===== config.mk =====
export PLATFORM = sky130hd
export DESIGN_NAME = spsel_page_select
export DESIGN_NICKNAME = d
export VERILOG_FILES = /design/src/spsel_pkg.sv /design/src/spsel_page_select.sv
export SDC_FILE = /design/constraint.sdc
export NUM_CORES = 1
export LEC_CHECK = 0
export ABC_AREA = 1
export BUFFER_PORTS_ARGS = -buffer_cell sky130_fd_sc_hd__buf_2
export CORE_MARGIN = 8
export CORE_UTILIZATION = 54
export CTS_CLUSTER_SIZE = 8
export DETAILED_ROUTE_END_ITERATION = 8
export GPL_TIMING_DRIVEN = 0
export PLACE_DENSITY = 0.84
export SLEW_MARGIN = 20
export SYNTH_ARGS = -nofsm -noshare
export SYNTH_HDL_FRONTEND = slang
export SYNTH_SLANG_ARGS = --single-unit

===== constraint.sdc =====
create_clock -name sys_clk_i -period 1.8 [get_ports sys_clk_i]
set_input_delay 0.27 -clock sys_clk_i [delete_from_list [all_inputs] [get_ports sys_clk_i]]
set_output_delay 0.27 -clock sys_clk_i [all_outputs]
set_load 0.05 [all_outputs]

===== src/spsel_pkg.sv =====
// spsel_pkg: constants and types for the sram page selection block.
// assumes one 100 MHz clock; shared by the design and its bench.
package spsel_pkg;
    localparam int          SPSEL_PAGE_W   = 3;      // page number width
    localparam int          SPSEL_ADDR_W   = 8;      // cpu data address width
    localparam int          SPSEL_FLAG_W   = 8;      // flag register width
    localparam int          SPSEL_MODE_HI  = 7;      // upper page mode bit
    localparam int          SPSEL_MODE_LO  = 6;      // lower page mode bit
    localparam logic [7:0]  SPSEL_FLAG_RST = 8'h00;  // flags after reset
    localparam logic [7:0]  SPSEL_FLAG_INT = 8'h00;  // flags on interrupt
    localparam logic [2:0]  SPSEL_PP_RST   = 3'h0;   // page pointers reset
    localparam logic [7:0]  SPSEL_SP_RST   = 8'h00;  // stack pointer reset
    localparam logic [2:0]  SPSEL_PAGE0    = 3'h0;   // page zero
    localparam logic [1:0]  SPSEL_PM_00    = 2'h0;   // page mode encodings
    localparam logic [1:0]  SPSEL_PM_01    = 2'h1;
    localparam logic [1:0]  SPSEL_PM_10    = 2'h2;
    localparam logic [1:0]  SPSEL_PM_11    = 2'h3;

    // access kinds issued by the cpu core
    typedef enum logic [2:0] {
        SPSEL_ACC_NORMAL = 3'h0,  // plain data access
        SPSEL_ACC_STACK  = 3'h1,  // stack pointer based
        SPSEL_ACC_INDEX  = 3'h2,  // indexed sram access
        SPSEL_ACC_MVPTR  = 3'h3,  // move pointer read or write back
        SPSEL_ACC_MVRD   = 3'h4,  // move data read into accumulator
        SPSEL_ACC_MVWR   = 3'h5   // move data write from accumulator
    } spsel_acc_t;

    // move sequencer states, one-hot
    typedef enum logic [3:0] {
        SPSEL_MV_IDLE = 4'h1,
        SPSEL_MV_PRD  = 4'h2,
        SPSEL_MV_PWR  = 4'h4,
        SPSEL_MV_DATA = 4'h8
    } spsel_mv_t;
endpackage : spsel_pkg


===== src/spsel_page_select.sv =====
// spsel_page_select: sram page choice, flag save/restore, stack pointer,
// and the three-access auto_increment_move sequencer.
// assumes the cpu core drives single-cycle requests synchronous to sys_clk_i
// and that register writes arrive as plain strobes with data.
// Contract
// - reset clears page mode bits to 00
// - stack page from stack_page_pointer low bits
// - stack instructions use stack page, mode kept
// - stack pointer wraps within one page
// - interrupt pushes flags then clears them
// - return restores saved flag register value
// - return restores saved mode despite handler changes
// - move: pointer read, pointer write, data access
// - move read/write pages from respective pointers
// - move pointers apply regardless of mode
// - normal page: 0 or current by upper bit
// - indexed page follows page mode table
// - indexed register space access is never paged
// - supervisor call runs with mode 00
// - current pointer acts only in modes 10/11
// - stack page pointer resets to zero
module spsel_page_select
    import spsel_pkg::*;
#(
    parameter int PAGE_W = SPSEL_PAGE_W,  // page number width
    parameter int ADDR_W = SPSEL_ADDR_W   // data address width
) (
    input  wire logic                     sys_clk_i,
    input  wire logic                     rstn_i,
    // access request from the cpu core
    input  wire logic                     acc_valid_i,
    input  wire spsel_acc_t               acc_kind_i,
    input  wire logic                     acc_reg_space_i,
    input  wire logic [ADDR_W-1:0]        acc_addr_i,
    // page pointer register writes
    input  wire logic                     current_page_pointer_we_i,
    input  wire logic                     stack_page_pointer_we_i,
    input  wire logic                     index_page_pointer_we_i,
    input  wire logic                     move_read_page_pointer_we_i,
    input  wire logic                     move_write_page_pointer_we_i,
    input  wire logic [PAGE_W-1:0]        pp_wdata_i,
    // flag register write by software
    input  wire logic                     flag_we_i,
    input  wire logic [7:0]               flag_wdata_i,
    // control flow events
    input  wire logic                     irq_entry_i,
    input  wire logic                     return_from_interrupt_i,
    input  wire logic [7:0]               return_from_interrupt_flag_i,
    input  wire logic                     svc_entry_i,
    input  wire logic                     sp_push_i,
    input  wire logic                     sp_pop_i,
    // auto_increment_move start: 1 = read into accumulator
    input  wire logic                     mv_start_i,
    input  wire logic                     mv_is_read_i,
    input  wire logic [ADDR_W-1:0]        mv_ptr_addr_i,
    input  wire logic [ADDR_W-1:0]        mv_ptr_rdata_i,
    // sram side
    output logic                          sram_en_o,
    output logic                          sram_we_o,
    output logic [PAGE_W+ADDR_W-1:0]      sram_addr_o,
    output logic [ADDR_W-1:0]             sram_wdata_o,
    output logic                          reg_en_o,
    output logic [ADDR_W-1:0]             reg_addr_o,
    // state seen by the core
    output logic [7:0]                    flag_o,
    output logic [7:0]                    flag_push_o,
    output logic [ADDR_W-1:0]             stack_pointer_o,
    output logic [PAGE_W-1:0]             stack_page_pointer_o,
    output logic                          mv_busy_o
);

    // whole block state in one packed struct
    typedef struct packed {
        logic [7:0]              flag;
        logic [7:0]              flag_push;
        logic [ADDR_W-1:0]       sp;
        logic [PAGE_W-1:0]       current_page_pointer;
        logic [PAGE_W-1:0]       stack_page_pointer;
        logic [PAGE_W-1:0]       index_page_pointer;
        logic [PAGE_W-1:0]       move_read_page_pointer;
        logic [PAGE_W-1:0]       move_write_page_pointer;
        spsel_mv_t               mv_st;
        logic                    mv_rd;
        logic [ADDR_W-1:0]       mv_ptr;
        logic [ADDR_W-1:0]       mv_data_addr;
        logic                    sram_en;
        logic                    sram_we;
        logic [PAGE_W+ADDR_W-1:0] sram_addr;
        logic [ADDR_W-1:0]       sram_wdata;
        logic                    reg_en;
        logic [ADDR_W-1:0]       reg_addr;
    } spsel_state_t;

    spsel_state_t st_reg;   // registered state
    spsel_state_t st_next;  // next state

    logic [1:0]         mode;       // page mode bits of the flag register
    logic [PAGE_W-1:0]  page_sel;   // page for a cpu request

    assign mode = st_reg.flag[SPSEL_MODE_HI:SPSEL_MODE_LO];

    // page choice for a single cpu access
    always_comb begin
        case (acc_kind_i)
            SPSEL_ACC_STACK: begin
                page_sel = st_reg.stack_page_pointer;
            end
            SPSEL_ACC_INDEX: begin
                case (mode)
                    SPSEL_PM_00: page_sel = SPSEL_PAGE0[PAGE_W-1:0];
                    SPSEL_PM_01: page_sel = st_reg.stack_page_pointer;
                    SPSEL_PM_10: page_sel = st_reg.index_page_pointer;
                    default:     page_sel = st_reg.stack_page_pointer;
                endcase
            end
            SPSEL_ACC_MVRD: begin
                page_sel = st_reg.move_read_page_pointer;
            end
            SPSEL_ACC_MVWR: begin
                page_sel = st_reg.move_write_page_pointer;
            end
            default: begin
                // normal and move pointer accesses use the current page in modes 10/11, page zero in modes 00/01
                page_sel = mode[1] ? st_reg.current_page_pointer
                                   : SPSEL_PAGE0[PAGE_W-1:0];
            end
        endcase
    end

    // next state: registers, flags, stack pointer, move sequence
    always_comb begin
        st_next         = st_reg;
        st_next.sram_en = 1'b0;
        st_next.sram_we = 1'b0;
        st_next.reg_en  = 1'b0;
        // page pointer writes; nothing saves these on interrupt
        if (current_page_pointer_we_i) st_next.current_page_pointer = pp_wdata_i;
        if (stack_page_pointer_we_i) st_next.stack_page_pointer = pp_wdata_i;
        if (index_page_pointer_we_i) st_next.index_page_pointer = pp_wdata_i;
        if (move_read_page_pointer_we_i) st_next.move_read_page_pointer = pp_wdata_i;
        if (move_write_page_pointer_we_i) st_next.move_write_page_pointer = pp_wdata_i;
        // flags: interrupt entry beats other flag sources
        if (irq_entry_i) begin
            st_next.flag_push = st_reg.flag;
            st_next.flag      = SPSEL_FLAG_INT;
        end else if (svc_entry_i) begin
            st_next.flag[SPSEL_MODE_HI:SPSEL_MODE_LO] = SPSEL_PM_00;
        end else if (return_from_interrupt_i) begin
            st_next.flag = return_from_interrupt_flag_i;
        end else if (flag_we_i) begin
            st_next.flag = flag_wdata_i;
        end
        // stack pointer wraps naturally in 8 bits, page untouched
        if (sp_push_i && !sp_pop_i) begin
            st_next.sp = st_reg.sp + 8'h01;
        end else if (sp_pop_i && !sp_push_i) begin
            st_next.sp = st_reg.sp - 8'h01;
        end
        // single cpu access, one cycle later on the memory side
        if (acc_valid_i && !st_reg.mv_st[1] && st_reg.mv_st[0]) begin
            if (acc_reg_space_i) begin
                st_next.reg_en   = 1'b1;
                st_next.reg_addr = acc_addr_i;
            end else begin
                st_next.sram_en   = 1'b1;
                st_next.sram_addr = {page_sel, acc_addr_i};
            end
        end
        // move sequencer: pointer read, pointer write back, data
        case (st_reg.mv_st)
            SPSEL_MV_IDLE: begin
                if (mv_start_i) begin
                    st_next.mv_rd     = mv_is_read_i;
                    st_next.mv_ptr    = mv_ptr_addr_i;
                    st_next.sram_en   = 1'b1;
                    st_next.sram_addr = {(mode[1] ? st_reg.current_page_pointer
                                          : SPSEL_PAGE0[PAGE_W-1:0]),
                                         mv_ptr_addr_i};
                    st_next.mv_st     = SPSEL_MV_PRD;
                end
            end
            SPSEL_MV_PRD: begin
                // pointer value returns now; write it back incremented
                st_next.mv_data_addr = mv_ptr_rdata_i;
                st_next.sram_en      = 1'b1;
                st_next.sram_we      = 1'b1;
                st_next.sram_wdata   = mv_ptr_rdata_i + 8'h01;
                st_next.sram_addr    = {(mode[1] ? st_reg.current_page_pointer
                                          : SPSEL_PAGE0[PAGE_W-1:0]),
                                         st_reg.mv_ptr};
                st_next.mv_st        = SPSEL_MV_PWR;
            end
            SPSEL_MV_PWR: begin
                st_next.sram_en   = 1'b1;
                st_next.sram_we   = !st_reg.mv_rd;
                st_next.sram_addr = {(st_reg.mv_rd ? st_reg.move_read_page_pointer
                                      : st_reg.move_write_page_pointer),
                                     st_reg.mv_data_addr};
                st_next.mv_st     = SPSEL_MV_DATA;
            end
            SPSEL_MV_DATA: begin
                st_next.mv_st = SPSEL_MV_IDLE;
            end
            default: begin
                st_next.mv_st = SPSEL_MV_IDLE;
            end
        endcase
    end

    // state register; all fields take constants under reset
    always_ff @(posedge sys_clk_i or negedge rstn_i) begin
        if (!rstn_i) begin
            st_reg              <= '0;
            st_reg.flag         <= SPSEL_FLAG_RST;
            st_reg.stack_page_pointer       <= SPSEL_PP_RST;
            st_reg.current_page_pointer       <= SPSEL_PP_RST;
            st_reg.index_page_pointer       <= SPSEL_PP_RST;
            st_reg.move_read_page_pointer       <= SPSEL_PP_RST;
            st_reg.move_write_page_pointer       <= SPSEL_PP_RST;
            st_reg.sp           <= SPSEL_SP_RST;
            st_reg.mv_st        <= SPSEL_MV_IDLE;
        end else begin
            st_reg <= st_next;
        end
    end

    // outputs straight from flip-flops, except mv_busy_o, the inverted idle bit of mv_st
    assign sram_en_o            = st_reg.sram_en;
    assign sram_we_o            = st_reg.sram_we;
    assign sram_addr_o          = st_reg.sram_addr;
    assign sram_wdata_o         = st_reg.sram_wdata;
    assign reg_en_o             = st_reg.reg_en;
    assign reg_addr_o           = st_reg.reg_addr;
    assign flag_o               = st_reg.flag;
    assign flag_push_o          = st_reg.flag_push;
    assign stack_pointer_o      = st_reg.sp;
    assign stack_page_pointer_o = st_reg.stack_page_pointer;
    assign mv_busy_o            = !st_reg.mv_st[0];

    // interrupt entry clears flags next cycle, old value pushed
    a_irq_clears_flags: assert property (@(posedge sys_clk_i)
        disable iff (!rstn_i)
        irq_entry_i |=> (flag_o == 8'h00) && (flag_push_o == $past(flag_o)))
        else $error("interrupt entry did not save and clear flags");

    // return restores the value handed back
    a_return_from_interrupt_restores: assert property (@(posedge sys_clk_i)
        disable iff (!rstn_i)
        (return_from_interrupt_i && !irq_entry_i && !svc_entry_i)
        |=> flag_o == $past(return_from_interrupt_flag_i))
        else $error("return did not restore flags");

    // stack access lands on the stack page
    a_stack_page: assert property (@(posedge sys_clk_i)
        disable iff (!rstn_i)
        (acc_valid_i && acc_kind_i == SPSEL_ACC_STACK && !acc_reg_space_i
         && !mv_busy_o && !mv_start_i)
        |=> sram_en_o && sram_addr_o[10:8] == $past(stack_page_pointer_o))
        else $error("stack access on wrong page");

    // normal access in modes 0x stays on page zero
    a_normal_page0: assert property (@(posedge sys_clk_i)
        disable iff (!rstn_i)
        (acc_valid_i && acc_kind_i == SPSEL_ACC_NORMAL && !acc_reg_space_i
         && !mv_busy_o && !mv_start_i && !flag_o[7])
        |=> sram_addr_o[10:8] == 3'h0)
        else $error("normal access left page zero");

    // pop at zero wraps to ff
    a_sp_wrap: assert property (@(posedge sys_clk_i)
        disable iff (!rstn_i)
        (sp_pop_i && !sp_push_i && stack_pointer_o == 8'h00)
        |=> stack_pointer_o == 8'hff)
        else $error("stack pointer did not wrap");

    // move runs three sram accesses back to back then idles
    a_move_three: assert property (@(posedge sys_clk_i)
        disable iff (!rstn_i)
        (mv_start_i && !mv_busy_o) |=> sram_en_o[*3] ##1 !mv_busy_o)
        else $error("move sequence length wrong");

    // supervisor call forces mode 00
    a_svc_mode: assert property (@(posedge sys_clk_i)
        disable iff (!rstn_i)
        (svc_entry_i && !irq_entry_i) |=> flag_o[7:6] == 2'h0)
        else $error("supervisor call mode not 00");

    // register space access never touches sram
    a_reg_unpaged: assert property (@(posedge sys_clk_i)
        disable iff (!rstn_i)
        (acc_valid_i && acc_reg_space_i && !mv_busy_o && !mv_start_i)
        |=> reg_en_o && !sram_en_o && reg_addr_o == $past(acc_addr_i))
        else $error("register access was paged");

    // indexed sram access in modes 01 and 11 lands on the stack page
    a_index_stack: assert property (@(posedge sys_clk_i)
        disable iff (!rstn_i)
        (acc_valid_i && acc_kind_i == SPSEL_ACC_INDEX && !acc_reg_space_i
         && !mv_busy_o && !mv_start_i && flag_o[6])
        |=> sram_en_o && sram_addr_o[10:8] == $past(stack_page_pointer_o))
        else $error("indexed access on wrong page");

    // a move into the accumulator reads its data on the read page
    a_move_rd_page: assert property (@(posedge sys_clk_i)
        disable iff (!rstn_i)
        (mv_start_i && !mv_busy_o && mv_is_read_i)
        |-> ##3 (sram_en_o && !sram_we_o
                 && sram_addr_o[10:8] == $past(st_reg.move_read_page_pointer)))
        else $error("move read data on wrong page");

endmodule : spsel_page_select


==> results of run 1 <==
-- synth_stat cells (2+ instances only) --
cell type  number  area [um^2]
nand2_1       183          687
dfrtp_1        89         2230
buf_4          58          435
inv_1          45          169
o21ai_0        45          225
nand3_1        33          165
nor2_1         26         97.6
mux2_2         12          135
a21oi_1        11         55.1
nand4_1        10         62.6
o21ai_1         9         45.0
ha_1            8          100
a31oi_1         6         37.5
buf_2           6         30.0
inv_2           6         22.5
buf_6           4         45.0
a22oi_1         3         22.5
clkbuf_1        3         11.3
nor2_2          3         18.8
nor2_4          3         33.8
nor3_1          3         15.0
xnor2_1         3         26.3
o211ai_1        2         15.0
-- power groups by stage --
| stage | clock, mW | sequential [mW] | combinational, mW |
|---|---|---|---|
| 4_1_cts | 1.38 | 3.15 | 4.95 |
| 6_report | 1.34 | 3.16 | 4.91 |
| 3_3_place_gp | 0 | 3.16 | 4.81 |
| 3_5_place_dp | 0 | 3.19 | 4.93 |
| 5_1_grt | 1.47 | 3.25 | 5.40 |
| 2_1_floorplan | 0 | 3.15 | 3.89 |
-- per-layer routing --
layer  part of all wire  track usage
met1               0.43        0.238
met2               0.48        0.324
met4              0.023       0.0761
met3              0.061       0.0419
met5                  0            0
-- metrics by stage --
stage / hold WS, ns / setup WS (ns) / power (mW) / std cells
floorplan: -0.0256 / 0.133 / 7.04 / 583
global placement: 0.458 / -0.328 / 7.97 / 807
detailed placement: 0.250 / -0.232 / 8.12 / 808
CTS: 0.129 / 0.132 / 9.48 / 825
global route: 0.130 / 0.00620 / 10.1 / 825
finish: 0.132 / 0.151 / 9.41 / 826
-- worst max-delay path, cell delays in order, from the launching register on --
cell and delay, ns:
dfrtp_1 0.41, ha_1 0.36, a21o_1 0.20, a21boi_0 0.29, nand2_1 0.09, nand2_1 0.07
nand2_1 0.04, nand2_1 0.05, nand2_1 0.05
-- layout make-up --
type / count / area, um^2
Tap cell: 108 / 135
Fill cell: 743 / 2920
Clock buffer: 11 / 151
Buffer: 72 / 527
Clock inverter: 5 / 45.0
Multi-Input combinational cell: 369 / 1830
Inverter: 52 / 198
Sequential cell: 90 / 2250
Antenna cell: 1 / 2.50
Timing Repair Buffer: 118 / 621
-- worst paths after layout --
| check | to | slack, ns | cells after the start |
|---|---|---|---|
| max | stack_pointer_o[7] | 0.15 | 8 |
| min | st_reg[44] | 0.13 | 3 |
| max reg2reg | stack_pointer_o[7] | 0.15 | 8 |
| min reg2reg | flag_push_o[1] | 0.48 | 2 |
| max in group asynchronous | st_reg[54] | 0.76 | 3 |
| min in group asynchronous | stack_pointer_o[6] | 0.41 | 2 |
-- logic make-up (layout without fill, tap and decap cells) --
| logic type | Yosys count | after routing |
|---|---|---|
| and+or+nand+nor | 263 | 263 |
| buffers and inverters | 124 | 258 |
| DFF | 90 | 90 |
| AOI/OAI and AO/OA | 81 | 81 |
| muxes | 13 | 13 |
| adders and majority gates | 9 | 9 |
| xor gates and xnor gates | 3 | 3 |
| other | 0 | 1 |
-- timing repair --
action / CTS / global route
gates resized for setup: 0 / 1
hold buffers: 1 / 0
hold endpoints to repair: 31 / 0
endpoints found under the setup margin: 0 / 1
==> summary.txt, run 1 <==
clock skew after layout: 0.0136 ns
Total Die Area: 12,200 um^2
Distinct cells, synth: 35
Final ANT Viol Nets: 0
multiplexer share of the synthesized area: 0.0302
Critical Path Source Type: register
final setup fails: 0
switch share: 0.471
TritonCTS sink count: 90
setup TNS: 0 ns
Worst VDD drop: 0.923 mV
clk root buf: clkbuf_8
Die W: 110 um
post-route cell area: 5760 um^2
CTS tree: done
cts bufs inserted: 9
Clock Power Share: 0.142
WS Path Type: reg -> reg
Net Sw Power: 4.43 mW
Sequential Power Share: 0.336
Worst Max-Slew Pin Slew: 0.454 ns
fin crit period: 1.65 ns
slew margin rel.: 0.697
grt total ovfl: 0
max reg flops: 33
via count: 4,102
first drt pass iteration count: 6
routed len/inst: 13.7 um
Cells after Synth: 583
Worst setup startpoint: stack_pointer_o[4]
synthesized area: 4800 um^2
largest net degree at the start of global routing: 59
Yosys warning count: 0
H-tree Lvls: 3
Post-CTS Setup Bufs: 0
Iter 0 DRT Violations: 220
period utilization: 0.916
Final Max Tran Viols: 0
Worst setup EP type: register
Adder-Cell Fraction of Synth Area: 0.0250
vias in the first global route: 4,254
asr flop ratio synth: 1.00
drt total wl: 11,300 um
RSZ-0062 raised after global routing: no
LEAKAGE: 3.21 nW
FF+latch count, synth: 90
post-synthesis xor/xnor area fraction: 0.00547
Synth Area in Compound Gates: 0.0914
Synth Area per Inst: 8.24 um^2
worst skew pair latency: 0.35 ns
largest family of logic cells by synthesized area: simple AND/OR/NAND/NOR gates
IO Port Bufs: 116
fmax: 606 MHz
CTS Buffer Depth: 2
Fin. Hold Viols: 0
fin nets: 784
post-synthesis sequential area ratio: 0.469
Gate power share: 0.522
launch point of the worst reg-to-reg path: stack_pointer_o[4]
IO Count: 121
pwr dens: 1630 nW/um^2
internal power: 4.98 mW
layout cells sized above 1: 0.324
Global Route Usage Sum: 0.193
WP data arrival: 1.89 ns
most common cell after layout, fill and taps aside: nand2_1
Area growth, synth to finish: 19.9%
vias per cell: 4.97
Rows: 34
core utilization of the finished layout: 0.664
EDFF count, synth: 0
ys flop type: dfrtp_1
core area: 8680 um^2
simple-gate share of the synthesized area: 0.228
hold path startpoint: mv_ptr_addr_i[6]
Max Cap Viol: 0
status: completed
commonest cells after routing, fill and taps aside: 183 x nand2_1, 121 x buf_2, 89 x dfrtp_1
net count after synthesis: 655
Post-DP HPWL: 8750 um
largest fanout on the critical path: 5
Placed Area: 5550 um^2
gpl congestion: 0.856
HP Class: in -> reg
Remaining DRCs: 0
first-pass GRT wire length: 18,900 um
Initial Util: 0.554
initial antenna violation count: 0
clock-pin slew on the worst setup and hold paths: 0.10 ns
Die H: 110 um
worst endpoint required time: 2.04 ns
(Power assumes the default switching activity.)
==> run 2, diff against run 1 <==
--- a/config.mk
+++ b/config.mk
@@ -13,6 +13,7 @@
 export DETAILED_ROUTE_END_ITERATION = 8
 export GPL_TIMING_DRIVEN = 0
 export PLACE_DENSITY = 0.84
+export SETUP_SLACK_MARGIN = 0.5
 export SLEW_MARGIN = 20
 export SYNTH_ARGS = -nofsm -noshare
 export SYNTH_HDL_FRONTEND = slang
==> summary.txt, run 2 (synthesis results as in run 1) <==
Area growth, synth to finish: 52.0%
RSZ-0062 raised after global routing: yes
layout cells sized above 1: 0.439
setup TNS: 0 ns
critical path, cell by cell: inv_6 -> nor2_4 -> nand2_2 -> nor2_4 -> inv_2 -> buf_2 -> o21ai_1 -> nand2_1 -> nand2_1
WP depth: 9
CP endpoint: sram_addr_o[0]
final setup fails: 0
clk root buf: clkbuf_8
CTS tree: done
Initial Util: 0.554
Placed Cells: 808
HP Class: in -> reg
fin nets: 849
Max Cap Viol: 0
CTS Buffer Depth: 2
worst skew pair latency: 0.36 ns
Worst R2R Setup Slack: 0.10 ns
Total Die Area: 12,200 um^2
max reg flops: 33
most common cell after layout, fill and taps aside: nand2_1
fin crit period: 1.70 ns
post-route cell area: 7300 um^2
Finished Layout Cells: 891
pwr dens: 1740 nW/um^2
Worst setup startpoint: st_reg[47]
R2R cell count: 9
pre-CTS WS: 0.0648 ns
clock skew after layout: 0.0133 ns
TritonCTS sink count: 90
fmax: 588 MHz
Iter 0 DRT Violations: 244
first drt pass iteration count: 4
final hold slack: 0.107 ns
IO Port Bufs: 116
WP data arrival: 1.99 ns
via count: 4,691
largest net degree at the start of global routing: 56
commonest cells after routing, fill and taps aside: 169 x nand2_1, 82 x dfrtp_1, 74 x buf_6
routed len/inst: 16.8 um
launch point of the worst reg-to-reg path: st_reg[47]
Critical Path Source Type: register
H-tree Lvls: 3
gpl congestion: 0.863
IO Count: 121
Post-DP HPWL: 8950 um
worst endpoint required time: 2.09 ns
R2R Path End: sram_addr_o[0]
largest fanout on the critical path: 5
Worst setup EP type: register
initial antenna violation count: 2
Worst VDD drop: 1.02 mV
vias per cell: 5.26
Global Route Usage Sum: 0.219
period utilization: 0.944
status: completed
Worst Path Buf+Inv: 3
crit-path max cell delay: 0.58 ns
vias in the first global route: 4,620
first-pass GRT wire length: 21,200 um
Worst Max-Slew Pin Slew: 0.527 ns
grt total ovfl: 0
clock-pin slew on the worst setup and hold paths: 0.09 ns
Remaining DRCs: 0
slew margin rel.: 0.649
Die H: 110 um
Rows: 34
LEAKAGE: 3.80 nW
setup ws final: 0.101 ns
WS Path Type: reg -> reg
Crit path max-delay family: simple AND/OR/NAND/NOR gates
Power Total: 12.7 mW
cts bufs inserted: 9
Placed Area: 5680 um^2
Final ANT Viol Nets: 0
Crit-path slowest cell: dfstp_2
core area: 8680 um^2
Die W: 110 um
drt total wl: 15,000 um
Final Max Tran Viols: 0
core utilization of the finished layout: 0.842
Fin. Hold Viols: 0
==> run 2: area by class of cell <==
class	instances	area [um^2]
inverter	52	228
clock buffer	10	138
buffer	72	752
fill	474	1370
multi-input combinational	370	2050
sequential	90	2260
tap	108	135
timing repair buffer	182	1660
antenna	1	2.50
clock inverter	6	72.6
==> run 2: worst reg2reg max path, cell delays in order (launching register included) <==
cell	delay, ns
dfstp_2	0.58
inv_6	0.05
nor2_4	0.18
nand2_2	0.10
nor2_4	0.16
inv_2	0.09
buf_2	0.17
o21ai_1	0.17
nand2_1	0.08
nand2_1	0.07
==> run 2: worst min-delay path by stage <==
stage	startpoint	end	slack (ns)	depth (start not counted)
after floorplan	rstn_i	flag_o[0]	-0.03	0
after global placement	flag_push_o[0]	flag_push_o[0]	0.46	2
after detailed placement	rstn_i	reg_addr_o[3]	0.37	1
after CTS	mv_is_read_i	st_reg[46]	0.11	3
after global routing	mv_is_read_i	st_reg[46]	0.12	3
final	mv_is_read_i	st_reg[46]	0.11	3
==> run 2: report_power, final <==
part	internal [mW]	total, mW	leakage (nW)	switching (mW)
clock network	0.700	1.46	0.109	0.763
logic	3.75	7.89	2.59	4.14
registers	2.74	3.32	1.10	0.583
==> run 2: layer usage <==
layer	global-route usage	up-vias	routed length (um)
met5	0	-	11
li1	-	2223	-
met1	0.258	2243	5690
met4	0.0714	2	479
met3	0.0512	46	923
met2	0.385	177	7860
==> run 2: timing repair <==
action / CTS / global route
hold endpoints to repair: 44 / 0
setup buffers: 32 / 28
cloned: 5 / 0
hold buffers: 1 / 0
gates resized for setup: 187 / 93
pin swaps: 9 / 14
setup endpoints to repair: 103 / 142
==> run 3, diff against run 2 <==
--- a/config.mk
+++ b/config.mk
@@ -5,14 +5,13 @@
 export SDC_FILE = /design/constraint.sdc
 export NUM_CORES = 1
 export LEC_CHECK = 0
-export ABC_AREA = 1
 export BUFFER_PORTS_ARGS = -buffer_cell sky130_fd_sc_hd__buf_2
-export CORE_MARGIN = 8
-export CORE_UTILIZATION = 54
+export CORE_MARGIN = 4
+export CORE_UTILIZATION = 53
 export CTS_CLUSTER_SIZE = 8
 export DETAILED_ROUTE_END_ITERATION = 8
 export GPL_TIMING_DRIVEN = 0
-export PLACE_DENSITY = 0.84
+export PLACE_DENSITY = 0.83
 export SETUP_SLACK_MARGIN = 0.5
 export SLEW_MARGIN = 20
 export SYNTH_ARGS = -nofsm -noshare
==> summary.txt, run 3 <==
largest fanout on the critical path: 10
Fin. Hold Viols: 0
top post-synthesis cells by count: 89 x dfrtp_1, 56 x buf_4, 44 x mux2_2, 41 x nand2_1, 21 x a21oi_1
Placed Cells: 634
Worst Max-Slew Pin Slew: 0.576 ns
R2R cell count: 6
Yosys warning count: 0
net count after synthesis: 482
worst hold path depth: 2
post-synthesis sequential area ratio: 0.494
Final Max Tran Viols: 0
gpl congestion: 0.802
CTS Buffer Depth: 2
CTS tree: done
FF+latch count, synth: 90
asr flop ratio synth: 1.00
Initial Util: 0.550
clk root buf: clkbuf_8
via count: 3,977
Finished Layout Cells: 717
ys flop type: dfrtp_1
clock-pin slew on the worst setup and hold paths: 0.10 ns
WP data arrival: 2.07 ns
EDFF count, synth: 0
Distinct cells, synth: 40
synthesized area: 4570 um^2
initial antenna violation count: 0
Die W: 101 um
first drt pass iteration count: 5
setup ws final: -0.0465 ns
grt total ovfl: 0
period utilization: 1.03
IO Port Bufs: 118
Die H: 101 um
WHS Endpoint: flag_o[7]
clock skew after layout: 0.00810 ns
core utilization of the finished layout: 0.856
core area: 8300 um^2
Synth area leader: dfrtp_1
number of diodes: 0
Cells after Synth: 410
cts bufs inserted: 9
Final ANT Viol Nets: 0
Synth Area per Inst: 11.1 um^2
largest net degree at the start of global routing: 56
Critical Path Source Type: register
Power Total: 12.3 mW
TritonCTS sink count: 90
multi-input logic area: 2050 um^2
RSZ-0062 raised after global routing: yes
worst skew pair latency: 0.35 ns
routed len/inst: 19.6 um
Iter 0 DRT Violations: 243
H-tree Lvls: 3
IO Count: 121
max reg flops: 33
fin crit period: 1.85 ns
launch point of the worst reg-to-reg path: st_reg[47]
hold path startpoint: svc_entry_i
top post-synthesis cells by area: dfrtp_1 49%, mux2_2 11%, buf_4 9.2%, mux2i_1 4.4%, nand2_1 3.4%
fmax: 542 MHz
Worst VDD drop: 1.28 mV
WS Path Type: reg -> reg
LEAKAGE: 3.42 nW
final setup fails: 2
drt total wl: 14,000 um
vias per cell: 5.55
commonest cells after routing, fill and taps aside: 82 x dfrtp_1, 70 x buf_6, 64 x buf_2
pwr dens: 1730 nW/um^2
most common cell after layout, fill and taps aside: dfrtp_1
vias in the first global route: 3,787
HP Class: in -> reg
status: complete, but fails checks
post-route cell area: 7110 um^2
slew margin rel.: 0.616
most frequent cell after synthesis: dfrtp_1
Worst R2R Setup Slack: -0.05 ns
Remaining DRCs: 0
first-pass GRT wire length: 18,700 um
R2R Path End: sram_addr_o[6]
Sequential Area: 2260 um^2
Rows: 33
Total Die Area: 10,200 um^2
worst endpoint required time: 2.02 ns
Area growth, synth to finish: 55.7%
setup TNS: -0.0557 ns
failing checks: setup timing
layout cells sized above 1: 0.595
Synth top area share: 0.488
Post-DP HPWL: 7640 um
fillers: 384
Worst setup EP type: register
Max Cap Viol: 0
fin nets: 679
Placed Area: 5470 um^2
Global Route Usage Sum: 0.236
[run 3: cell types whose count changed after synthesis, moves of 9 or more]
cell     before  now
nand3_1      33    8
o21ai_0      45   12
nand2_1     183   41
mux2i_1       1   20
a21oi_1      11   21
mux2_2       12   44
inv_1        45    7
nand4_1      10    0
nor2_1       26   17
[run 3: timing repair]
item / 4_1_cts / 5_1_grt
endpoints found under the setup margin: 110 / 112
buffers inserted: 31 / 34
hold buffers: 1 / 0
cloned: 1 / 0
resized for setup: 193 / 88
endpoints found under the hold margin: 34 / 0
pin swaps: 14 / 13
[run 3: metrics by stage]
stage / hold slack, ns / worst slack [ns]
floorplan: -0.0256 / 0.237
global placement: 0.460 / -0.296
detailed placement: 0.265 / -0.102
CTS: 0.0869 / 0.135
global route: 0.0954 / -0.0776
finish: 0.0977 / -0.0465
[run 3: report_power, final]
part | internal [mW] | leakage (nW) | switching [mW]
Clock | 0.506 | 0.0827 | 0.765
Sequential | 2.74 | 1.09 | 0.609
Combinational | 3.92 | 2.25 | 3.73
[run 3: final cells by class]
cell class,instances,share of cell area
repair buffers,186,0.242
clock inverters,6,0.00599
well taps,105,0.0185
plain buffers,68,0.0996
multi-input cells,243,0.288
inverters,9,0.00933
clock buffers,10,0.0180
flip-flops and latches,90,0.318
[run 3: cell families after synthesis]
logic type / synth area share
flip-flops: 0.494
AND/OR/NAND/NOR: 0.0899
buffers and inverters: 0.112
AO/OA/AOI/OAI: 0.0995
multiplexers: 0.152
XOR/XNOR: 0.0269
adder cells (fa/ha/maj): 0.0263
[run 3: layer usage]
metal  part of all wire  vias to the layer above  GRT usage
met1               0.38                     1960      0.291
met4              0.032                        0     0.0767
met5                  0                        -          0
met3              0.057                       48     0.0436
li1                   -                     1785          -
met2               0.54                      184      0.417
[run 3: critical path, cell delays in order (launching register included)]
cell,delay [ns]
dfstp_2,0.59
nand2b_4,0.16
nor3_4,0.06
buf_4,0.15
buf_6,0.14
a222oi_1,0.51
o21ai_2,0.10
[run 3: worst max-delay path by stage]
stage,from,endpoint,slack (ns),cells after the start
detailed placement,sp_pop_i,stack_pointer_o[6],-0.10,10
floorplan,sp_pop_i,stack_pointer_o[6],0.24,9
global route,st_reg[47],sram_addr_o[5],-0.08,6
finish,st_reg[47],sram_addr_o[6],-0.05,6
CTS,st_reg[47],sram_addr_o[9],0.14,7
global placement,rstn_i,sram_wdata_o[0],-0.30,1
